**config.mk**
```make
export PLATFORM = sky130hd
export DESIGN_NAME = rrx_core
export DESIGN_NICKNAME = d
export VERILOG_FILES = /design/src/rtl/rrx_pkg.sv /design/src/rtl/rrx_rotate.sv /design/src/rtl/rrx_stack.sv /design/src/rtl/rrx_core.sv
export SDC_FILE = /design/constraint.sdc
export NUM_CORES = 2
export LEC_CHECK = 0
export BUFFER_PORTS_ARGS = -buffer_cell sky130_fd_sc_hd__buf_2
export CORE_MARGIN = 2
export CORE_UTILIZATION = 37
export DETAILED_ROUTE_END_ITERATION = 16
export GPL_TIMING_DRIVEN = 1
export HOLD_SLACK_MARGIN = 0.03
export PLACE_DENSITY_LB_ADDON = 0.08
export SLEW_MARGIN = 20
export SYNTH_ARGS = -nofsm -noshare
export SYNTH_HDL_FRONTEND = slang
export SYNTH_SLANG_ARGS = --single-unit
```
**constraint.sdc**
```tcl
create_clock -name clk_sys -period 18.9 [get_ports clk_sys]
set_input_delay 1.89 -clock clk_sys [delete_from_list [all_inputs] [get_ports clk_sys]]
set_output_delay 1.89 -clock clk_sys [all_outputs]
set_load 0.01 [all_outputs]
```
**src/rtl/rrx_pkg.sv**
```systemverilog
// constants, opcodes and register map for the return/reset/rotate executor
// ****************************************************************************
// Operation
// - software reset op pulses full device reset and clears reset_instruction_flag
// - interrupt_return_op pops stack into PC; one word, two instruction cycles
// - interrupt_return_op sets global_interrupt_enable, bit 7; no status flags change
// - literal_return_op loads its 8-bit literal into W; flags unchanged
// - literal_return_op pops return address into PC; one word, two cycles
// - subroutine return pops stack into PC; two cycles; W and flags untouched
// - rotate_left_carry_op shifts left, bit 7 to carry, old carry to bit 0
// - rotate destination 0 writes W, otherwise writes back the data register
// ****************************************************************************
package rrx_pkg;
  // ************************************************************************
  // timing
  // ************************************************************************
  localparam int unsigned CLK_HZ        = 100_000_000;
  localparam int unsigned INSTR_HZ      = 25_000_000;
  localparam int unsigned ICYC_DIV      = CLK_HZ / INSTR_HZ;
  localparam logic [1:0]  ICYC_LAST     = 2'(ICYC_DIV - 1);

  // ************************************************************************
  // widths and opcodes
  // ************************************************************************
  localparam int unsigned PC_W          = 15;
  localparam int unsigned STK_DEPTH     = 16;
  localparam int unsigned STK_PTR_W     = 4;
  localparam int unsigned DMEM_DEPTH    = 128;
  localparam logic [13:0] OP_NOP        = 14'h0000;
  localparam logic [13:0] OP_RESET      = 14'h0001;
  localparam logic [13:0] OP_RETURN     = 14'h0008;
  localparam logic [13:0] OP_IRET       = 14'h0009;
  localparam logic [5:0]  OP_LRET_HI    = 6'h34;
  localparam logic [5:0]  OP_ROTL_HI    = 6'h0d;
  localparam int unsigned ROTL_DEST_BIT = 7;

  // ************************************************************************
  // register map (byte addresses) and fields
  // ************************************************************************
  localparam logic [11:0] ADDR_WREG     = 12'h000;
  localparam logic [11:0] ADDR_STATUS   = 12'h004;
  localparam logic [11:0] ADDR_INTCTL   = 12'h008;
  localparam logic [11:0] ADDR_PWRCTL   = 12'h00c;
  localparam logic [11:0] ADDR_PC       = 12'h010;
  localparam logic [11:0] ADDR_STKPTR   = 12'h014;
  localparam logic [11:0] ADDR_CTRL     = 12'h018;
  localparam logic [3:0]  ADDR_DMEM_HI  = 4'h2;
  localparam int unsigned CARRY_BIT     = 0;
  localparam int unsigned INT_EN_BIT    = 7;
  localparam int unsigned RST_FLAG_BIT  = 2;
  localparam int unsigned RUN_BIT       = 0;
  localparam logic        RST_FLAG_RST  = 1'b1;
  localparam logic        RUN_RST       = 1'b1;
  localparam logic        INT_EN_RST    = 1'b0;
  localparam logic [7:0]  WREG_RST      = 8'h00;
  localparam logic [14:0] PC_RST        = 15'h0000;

  typedef enum logic {RRX_ST_EXEC, RRX_ST_SECOND} rrx_state_e;
endpackage : rrx_pkg

```
**src/rtl/rrx_rotate.sv**
```systemverilog
// rotate-left-through-carry datapath
`timescale 1ns/100ps
module rrx_rotate (
  input  wire logic [7:0] din,
  input  wire logic       cin,
  output logic [7:0]      dout,
  output logic            cout
);
  assign dout = {din[6:0], cin};
  assign cout = din[7];
endmodule : rrx_rotate

```
**src/rtl/rrx_stack.sv**
```systemverilog
// hardware return stack, circular on over/underflow
`timescale 1ns/100ps
module rrx_stack
  import rrx_pkg::*;
(
  input  wire logic            clk_sys,
  input  wire logic            sys_rst,
  input  wire logic            clr,
  input  wire logic            push,
  input  wire logic            pop,
  input  wire logic [PC_W-1:0] push_data,
  output logic [PC_W-1:0]      top,
  output logic [STK_PTR_W-1:0] depth
);
  logic [PC_W-1:0]      mem [STK_DEPTH];
  logic [STK_PTR_W-1:0] sp_reg;
  logic [STK_PTR_W-1:0] sp_dec;

  assign sp_dec = sp_reg - 4'h1;
  assign top    = mem[sp_dec];
  assign depth  = sp_reg;

  // ************************************************************************
  // pointer
  // ************************************************************************
  always_ff @(posedge clk_sys) begin
    if (sys_rst || clr) begin
      sp_reg <= '0;
    end else if (push && !pop) begin
      sp_reg <= sp_reg + 4'h1;
    end else if (pop && !push) begin
      sp_reg <= sp_dec;
    end
  end

  // push and pop together replace the top entry
  always_ff @(posedge clk_sys) begin
    if (push && pop) begin
      mem[sp_dec] <= push_data;
    end else if (push) begin
      mem[sp_reg] <= push_data;
    end
  end
endmodule : rrx_stack

```
**src/rtl/rrx_core.sv**
```systemverilog
// instruction executor: returns, software reset, rotate left, no-op
`timescale 1ns/100ps
module rrx_core
  import rrx_pkg::*;
(
  input  wire logic            clk_sys,
  input  wire logic            sys_rst,
  input  wire logic            psel,
  input  wire logic            penable,
  input  wire logic            pwrite,
  input  wire logic [11:0]     paddr,
  input  wire logic [31:0]     pwdata,
  output logic [31:0]          prdata,
  output logic                 pready,
  output logic                 pslverr,
  input  wire logic            instr_valid,
  input  wire logic [13:0]     instr_word,
  input  wire logic            stack_push,
  input  wire logic [PC_W-1:0] push_addr,
  output logic                 instr_taken,
  output logic [PC_W-1:0]      pc_out,
  output logic [7:0]           w_out,
  output logic                 carry_out,
  output logic                 global_interrupt_enable,
  output logic                 dev_rst_req
);
  // ************************************************************************
  // state
  // ************************************************************************
  rrx_state_e           state_reg;
  logic [1:0]           div_reg;
  logic                 icyc;
  logic [7:0]           w_reg;
  logic                 carry_reg;
  logic                 int_en_reg;
  logic                 rst_flag_reg;
  logic                 run_reg;
  logic [PC_W-1:0]      pc_reg;
  logic                 taken_reg;
  logic                 dev_rst_reg;
  logic [31:0]          prdata_reg;
  logic                 pready_reg;
  logic                 pslverr_reg;
  logic [7:0]           dmem [DMEM_DEPTH];

  // ************************************************************************
  // decode
  // ************************************************************************
  logic                 take;
  logic                 is_nop;
  logic                 is_reset;
  logic                 is_return;
  logic                 is_iret;
  logic                 is_lret;
  logic                 is_rotl;
  logic                 is_pop;
  logic                 rot_to_f;
  logic [6:0]           f_addr;
  logic [7:0]           rd_byte;
  logic [7:0]           rot_out;
  logic                 rot_carry;
  logic [PC_W-1:0]      stk_top;
  logic [STK_PTR_W-1:0] stk_depth;
  logic                 soft_rst;

  assign icyc      = (div_reg == ICYC_LAST);
  assign take      = (state_reg == RRX_ST_EXEC) && icyc && run_reg && instr_valid;
  assign is_nop    = (instr_word == OP_NOP);
  assign is_reset  = (instr_word == OP_RESET);
  assign is_return = (instr_word == OP_RETURN);
  assign is_iret   = (instr_word == OP_IRET);
  assign is_lret   = (instr_word[13:8] == OP_LRET_HI);
  assign is_rotl   = (instr_word[13:8] == OP_ROTL_HI);
  assign is_pop    = is_return || is_iret || is_lret;
  assign rot_to_f  = instr_word[ROTL_DEST_BIT];
  assign f_addr    = instr_word[6:0];
  assign rd_byte   = dmem[f_addr];
  assign soft_rst  = take && is_reset;

  rrx_rotate u_rotate (
    .din  (rd_byte),
    .cin  (carry_reg),
    .dout (rot_out),
    .cout (rot_carry)
  );

  rrx_stack u_stack (
    .clk_sys   (clk_sys),
    .sys_rst   (sys_rst),
    .clr       (soft_rst),
    .push      (stack_push),
    .pop       (take && is_pop),
    .push_data (push_addr),
    .top       (stk_top),
    .depth     (stk_depth)
  );

  // ************************************************************************
  // apb access strobes
  // ************************************************************************
  logic                 acc_done;
  logic                 apb_wr;
  logic                 dmem_hit;
  logic                 reg_hit;

  // one wait state so read data and errors come from flops
  assign acc_done = psel && penable && pready_reg;
  assign apb_wr   = acc_done && pwrite;
  // data bytes sit at 0x200..0x3fc, so bits 11:9 carry the upper nibble's top three bits
  assign dmem_hit = (paddr[11:9] == ADDR_DMEM_HI[3:1]) && (paddr[1:0] == 2'h0);
  always_comb begin
    case (paddr)
      ADDR_WREG, ADDR_STATUS, ADDR_INTCTL, ADDR_PWRCTL,
      ADDR_PC, ADDR_STKPTR, ADDR_CTRL: reg_hit = 1'b1;
      default:                         reg_hit = 1'b0;
    endcase
  end

  // ************************************************************************
  // instruction-cycle divider and sequencer
  // ************************************************************************
  always_ff @(posedge clk_sys) begin
    if (sys_rst) begin
      div_reg <= '0;
    end else begin
      div_reg <= icyc ? 2'h0 : div_reg + 2'h1;
    end
  end

  // second cycle of a return is the flush slot: no word is taken
  always_ff @(posedge clk_sys) begin
    if (sys_rst || soft_rst) begin
      state_reg <= RRX_ST_EXEC;
    end else begin
      case (state_reg)
        RRX_ST_EXEC: begin
          if (take && is_pop) begin
            state_reg <= RRX_ST_SECOND;
          end
        end
        RRX_ST_SECOND: begin
          if (icyc) begin
            state_reg <= RRX_ST_EXEC;
          end
        end
        default: state_reg <= RRX_ST_EXEC;
      endcase
    end
  end

  always_ff @(posedge clk_sys) begin
    if (sys_rst) begin
      taken_reg   <= 1'b0;
      dev_rst_reg <= 1'b0;
    end else begin
      taken_reg   <= take;
      dev_rst_reg <= soft_rst;
    end
  end

  // ************************************************************************
  // program counter
  // ************************************************************************
  always_ff @(posedge clk_sys) begin
    if (sys_rst || soft_rst) begin
      pc_reg <= PC_RST;
    end else if (take && is_pop) begin
      pc_reg <= stk_top;
    end else if (take) begin
      pc_reg <= pc_reg + 15'h0001;
    end
  end

  // ************************************************************************
  // working register and carry
  // ************************************************************************
  always_ff @(posedge clk_sys) begin
    if (sys_rst) begin
      w_reg <= WREG_RST;
    end else if (take && is_lret) begin
      w_reg <= instr_word[7:0];
    end else if (take && is_rotl && !rot_to_f) begin
      w_reg <= rot_out;
    end else if (apb_wr && paddr == ADDR_WREG) begin
      w_reg <= pwdata[7:0];
    end
  end

  always_ff @(posedge clk_sys) begin
    if (sys_rst) begin
      carry_reg <= 1'b0;
    end else if (take && is_rotl) begin
      carry_reg <= rot_carry;
    end else if (apb_wr && paddr == ADDR_STATUS) begin
      carry_reg <= pwdata[CARRY_BIT];
    end
  end

  // rotate write-back wins over a bus write in the same cycle
  always_ff @(posedge clk_sys) begin
    if (take && is_rotl && rot_to_f) begin
      dmem[f_addr] <= rot_out;
    end else if (apb_wr && dmem_hit) begin
      dmem[paddr[8:2]] <= pwdata[7:0];
    end
  end

  // ************************************************************************
  // interrupt enable, reset flag, run control
  // ************************************************************************
  always_ff @(posedge clk_sys) begin
    if (sys_rst || soft_rst) begin
      int_en_reg <= INT_EN_RST;
    end else if (take && is_iret) begin
      int_en_reg <= 1'b1;
    end else if (apb_wr && paddr == ADDR_INTCTL) begin
      int_en_reg <= pwdata[INT_EN_BIT];
    end
  end

  // hardware clear wins: a reset must always be traceable
  always_ff @(posedge clk_sys) begin
    if (sys_rst) begin
      rst_flag_reg <= RST_FLAG_RST;
    end else if (soft_rst) begin
      rst_flag_reg <= 1'b0;
    end else if (apb_wr && paddr == ADDR_PWRCTL) begin
      rst_flag_reg <= pwdata[RST_FLAG_BIT];
    end
  end

  always_ff @(posedge clk_sys) begin
    if (sys_rst) begin
      run_reg <= RUN_RST;
    end else if (apb_wr && paddr == ADDR_CTRL) begin
      run_reg <= pwdata[RUN_BIT];
    end
  end

  // ************************************************************************
  // apb answer
  // ************************************************************************
  always_ff @(posedge clk_sys) begin
    if (sys_rst) begin
      pready_reg  <= 1'b0;
      pslverr_reg <= 1'b0;
      prdata_reg  <= '0;
    end else begin
      pready_reg  <= psel && penable && !pready_reg;
      pslverr_reg <= psel && penable && !pready_reg && !(reg_hit || dmem_hit);
      prdata_reg  <= '0;
      if (psel && penable && !pready_reg && !pwrite) begin
        if (dmem_hit) begin
          prdata_reg <= {24'h000000, dmem[paddr[8:2]]};
        end else begin
          case (paddr)
            ADDR_WREG:   prdata_reg <= {24'h000000, w_reg};
            ADDR_STATUS: prdata_reg <= {31'h00000000, carry_reg};
            ADDR_INTCTL: prdata_reg <= {24'h000000, int_en_reg, 7'h00};
            ADDR_PWRCTL: prdata_reg <= {29'h00000000, rst_flag_reg, 2'h0};
            ADDR_PC:     prdata_reg <= {17'h00000, pc_reg};
            ADDR_STKPTR: prdata_reg <= {28'h0000000, stk_depth};
            ADDR_CTRL:   prdata_reg <= {31'h00000000, run_reg};
            default:     prdata_reg <= '0;
          endcase
        end
      end
    end
  end

  assign prdata      = prdata_reg;
  assign pready      = pready_reg;
  assign pslverr     = pslverr_reg;
  assign instr_taken = taken_reg;
  assign pc_out      = pc_reg;
  assign w_out       = w_reg;
  assign carry_out   = carry_reg;
  assign global_interrupt_enable = int_en_reg;
  assign dev_rst_req = dev_rst_reg;
endmodule : rrx_core

```
After elaboration in Yosys (flattened, before gate mapping). Memory sizes are Yosys's and may differ from the RTL's. Index checks and enable logic that the tools add are counted.

Bits in registers: 53. Memory bits (writable): 1264. Input port bits: 80. Output and inout port bits: 61. Memories kept: 2.

Memory list: dmem (words 128, bits a word 8, read ports 2, clocked after memory_dff 0, write ports 1, line rrx_core.sv:44) `logic [7:0] dmem [DMEM_DEPTH];`; u_stack.mem (words 16, bits a word 15, read ports 1, clocked after memory_dff 0, write ports 1, line rrx_stack.sv:15) `logic [PC_W-1:0] mem [STK_DEPTH];`.

$add $sub $neg: 4. Equality and inequality tests: 13. Muxes and demuxes: 35. Bitwise operators: 2. Reductions and logical operators: 50.

Operators by type and width (number): $pmux 15 s7 (1); $mux 15 (3); $mux 8 (5); $eq 12x5->1 const B (3); $eq 14x4->1 const B (2); $logic_and 1x1->1 (26); $eq 12x4->1 const B (2); $mux 1 (21); $add 15x1->15 const B (1); $reduce_or 15->1 (1); $eq 14x1->1 const B (1); $eq 12x3->1 const B (1); $logic_not 12->1 (1); $mux 4 (3); $reduce_bool 2->1 (5); $reduce_or 8->1 (1); $mux 7 (1); $reduce_or 7->1 (1); $eq 6x4->1 const B (1); $eq 6x6->1 const B (1); $logic_not 1->1 (6); $add 4x1->4 const B (1); $logic_or 1x1->1 (4); $reduce_or 2->1 (2); other kinds (9) (10).

Logic depth before layout (Yosys ltp).
Depth after elaboration: 10. Mapped depth: 16.

Hierarchy. From an unflattened synthesis, not the netlist that was laid out.

Cells, all modules: 3166. Area total of the unflattened synthesis: 60694.5 µm².

Modules (own cells, without submodules): rrx_core (instances 1, cells an instance 2696, area each 50900.1 µm²); rrx_stack (instances 1, cells an instance 461, area each 9726.8 µm²); rrx_rotate (instances 1, cells an instance 9, area each 67.6 µm²).

Least setup slack after synthesis. OpenSTA, ideal clock, no wires.

Path type: input port to flip-flop. Start: input instr_word[0]. End: memory dmem[0][5], data pin. Library setup time: 969 ps. Arrival time: 7460 ps. Data required time: 17931 ps. Path slack: 10471 ps. Cell stages on the path: 11. Path buffers: 5. Cells stage by stage: buf_6 > buf_12 > buf_6 > buf_6 > buf_4 > mux2i_1 > a22oi_1 > nand3_1 > a21o_1 > a32o_1 > a31oi_1.

Cells in the longest elaborated chain, start to end: 2.

Ends and longest elaborated chain: start: declaration (line rrx_core.sv:17) `input wire logic [13:0] instr_word,`; $mem_v2 128x8; $mux 8 (no source line); end: declaration (line rrx_core.sv:44).

No other way between the ends.

Worst setup path after layout.
Start: input instr_word[1]. End: memory dmem[90][4], data pin.

The elaborated chain is that of the path after synthesis.

==> flow_summary.ini <==
[grt]
antenna_found_initial = 28
grt_pass1_wl_um = 299000
grt_pass1_vias = 36200
grt_overflow_total = 0
grt_max_degree = 109
grt_usage = 0.259

[sta]
period_share = 0.408
maxSlewViolCount = 0
fmax_mhz = 130
worst_clock_skew_ps = 56.7
setup_tns_ps = 0
tightest_slew_ps = 1340
final_hold_viol_count = 0
rsz0062_at_grt = no
setup_viol = 0
period_minus_slack_ps = 7710
slew-limit-headroom = 0.0957

[power_and_ir_drop]
leakage_uw = 0.0211
p_per_area_nw_per_um2 = 98.7
irDropWorstVdd_mv = 0.0894

[detailed_routing]
drc = 0
wire_per_inst_um = 38.0
wl_um = 218000
drt-initial-drc-count = 4359
detail_route.first_pass.iterations = 5
viasPerCell = 6.26
vias = 35900
ant_nets = 0

[clocking]
clock_latency_ps = 820
postCtsSetupRepairBufs = 0
cts.sinks = 1317
clock-root-buffer = clkbuf_16
cts_buffers = 148
clk_pin_slew_ps = 60
cts_max_level = 4
cts-resized-gates = 0
cts-hold-fix-buffers = 0
clock_path_buffers = 3
cts_tree = built

[logic_synthesis]
synth_ff_type = edfxtp_1
synth_top_area_share = 0.629
ys_async_sr_fraction = 0
yosysTopAreaCell = edfxtp_1
syn_inst = 3335
synth-edff-count = 1264
synthesis.area_um2 = 60300
ys_warn_count = 0
synth-seq-cells = 1317
yosysSeqAreaShare = 0.647
yosysMostFrequentCell = edfxtp_1
yosys-top-cells-count = edfxtp_1, mux4_2, nor2_1
synth_area_leaders = edfxtp_1, mux4_2, mux2i_1
avgSynthCellArea_um2 = 18.1
synth.distinct_cells = 78

[setup_path]
reg2regPathDepth = 8
crit_path_end_kind = flip-flop
cp_data_required_time_ps = 19320
arrival_ps = 8130
cp-start-kind = primary input
r2r_setup_slack_ps = 13990
worstSetupPathType = in2reg
critPathMaxFanout = 92
reg2reg_to = dmem[40][6]
r2r-start = div_reg[0]

[cells_and_area]
largest-register = dmem
num-nets-final = 3522
layout-drive-gt1-share = 0.288
layout.cells.non_filler = 5731
syn2layout_area_growth_pct = 12.6
largestRegisters = dmem (1024), u_stack.mem (240)
largest_register_ffs = 1024

[die]
die_h_um = 408
die_x_um = 408
coreArea_um2 = 162000
initial_core_util = 0.371
fp-row-count = 148
dieArea_um2 = 166000
ios = 141

[min_path]
holdPathEnd = div_reg[0]
hold_depth = 1
hold_path_class = reg2reg
hold_path.startpoint = div_reg[0]

[placement]
gp_congestion = 0.890
port_buffers = 99
place_hpwl_um = 138000
dp.cells = 5460

[status]
run_status = finished clean

[run]
maxCapViolations = 0
area by class of cell:
type,count,area [um^2]
Timing Repair Buffer,206,1410
Clock buffer,185,3840
Inverter,14,52.6
Fill cell,14400,94500
Tap cell,2175,2720
Sequential cell,1317,39000
Multi-Input combinational cell,1748,20100
Antenna cell,5,12.5
Clock inverter,81,748
worst max path at each step:
stage,startpoint,to
5_1_grt,instr_word[1],dmem[93][4]
6_report,instr_word[1],dmem[90][4]
4_1_cts,instr_word[1],dmem[90][4]
2_1_floorplan,instr_word[0],dmem[0][5]
3_5_place_dp,instr_word[1],dmem[22][4]
3_3_place_gp,instr_word[1],dmem[22][4]
cells by family (layout without fill, tap and decap cells):
kind of cell,Yosys count,in the layout,synth area share
compound gates,476,476,0.0562
xor+xnor,10,10,0.00145
fa+ha+maj,7,7,0.00145
buf+inv,286,486,0.0254
flops,1317,1317,0.647
mux,732,732,0.230
other cells,1,22,0.0000622
simple gates,506,506,0.0383
metal layers:
| metal | share of wire | global-route usage | vias up |
|---|---|---|---|
| met4 | 0.038 | 0.0925 | 20 |
| li1 | - | - | 14200 |
| met5 | 0.00061 | 0 | - |
| met1 | 0.40 | 0.352 | 19400 |
| met3 | 0.091 | 0.0670 | 405 |
| met2 | 0.47 | 0.404 | 1867 |
metrics by stage:
stage	util	area, um^2	hold slack [ps]	setup WS (ps)	power [uW]
after CTS	0.418	67900	448	11250	6750
final	0.418	67900	447	11190	6700
after global routing	0.418	67900	459	11140	6890
after detailed placement	0.390	63300	434	10410	4020
after floorplan	-	60400	408	10470	3730
after global placement	0.389	63200	415	10560	4000
power breakdown:
group	internal (uW)	switching, uW
logic	214	454
registers	3270	10.1
clock network	1510	1250
placed cells by master, fill, tap and decap left out, types with 7 or more instances in the layout:
cell	n
conb_1	17
nor2_2	53
mux4_1	9
clkinv_1	38
edfxtp_1	1264
clkbuf_16	148
nand4_1	7
nand3b_1	8
nor3_1	26
inv_1	10
dfxtp_1	52
a22o_1	8
clkbuf_1	37
nand2_1	105
clkinv_16	9
a22oi_1	112
o221ai_1	37
nand2_2	8
nor2b_1	11
and3_1	13
a211o_1	8
nor2_1	164
mux4_2	510
a21oi_1	74
o21ai_0	52
a221oi_1	26
buf_2	93
nor3b_1	7
or3_1	7
and2_1	16
a31oi_1	19
mux2i_1	195
clkinv_2	25
a211oi_1	44
buf_4	102
nand3_1	34
mux2_2	14
o22ai_1	30
nand2b_1	15
critical path, cell delays in order:
cell and delay, ps:
buf_8 390, buf_4 540, buf_4 590, buf_4 580, or3b_2 750, o221ai_1 280
a21oi_1 60, a21oi_1 580, a22oi_1 140, and3_1 320, a21oi_4 780, buf_4 950
No activity file was read; power rests on OpenSTA's default activity.
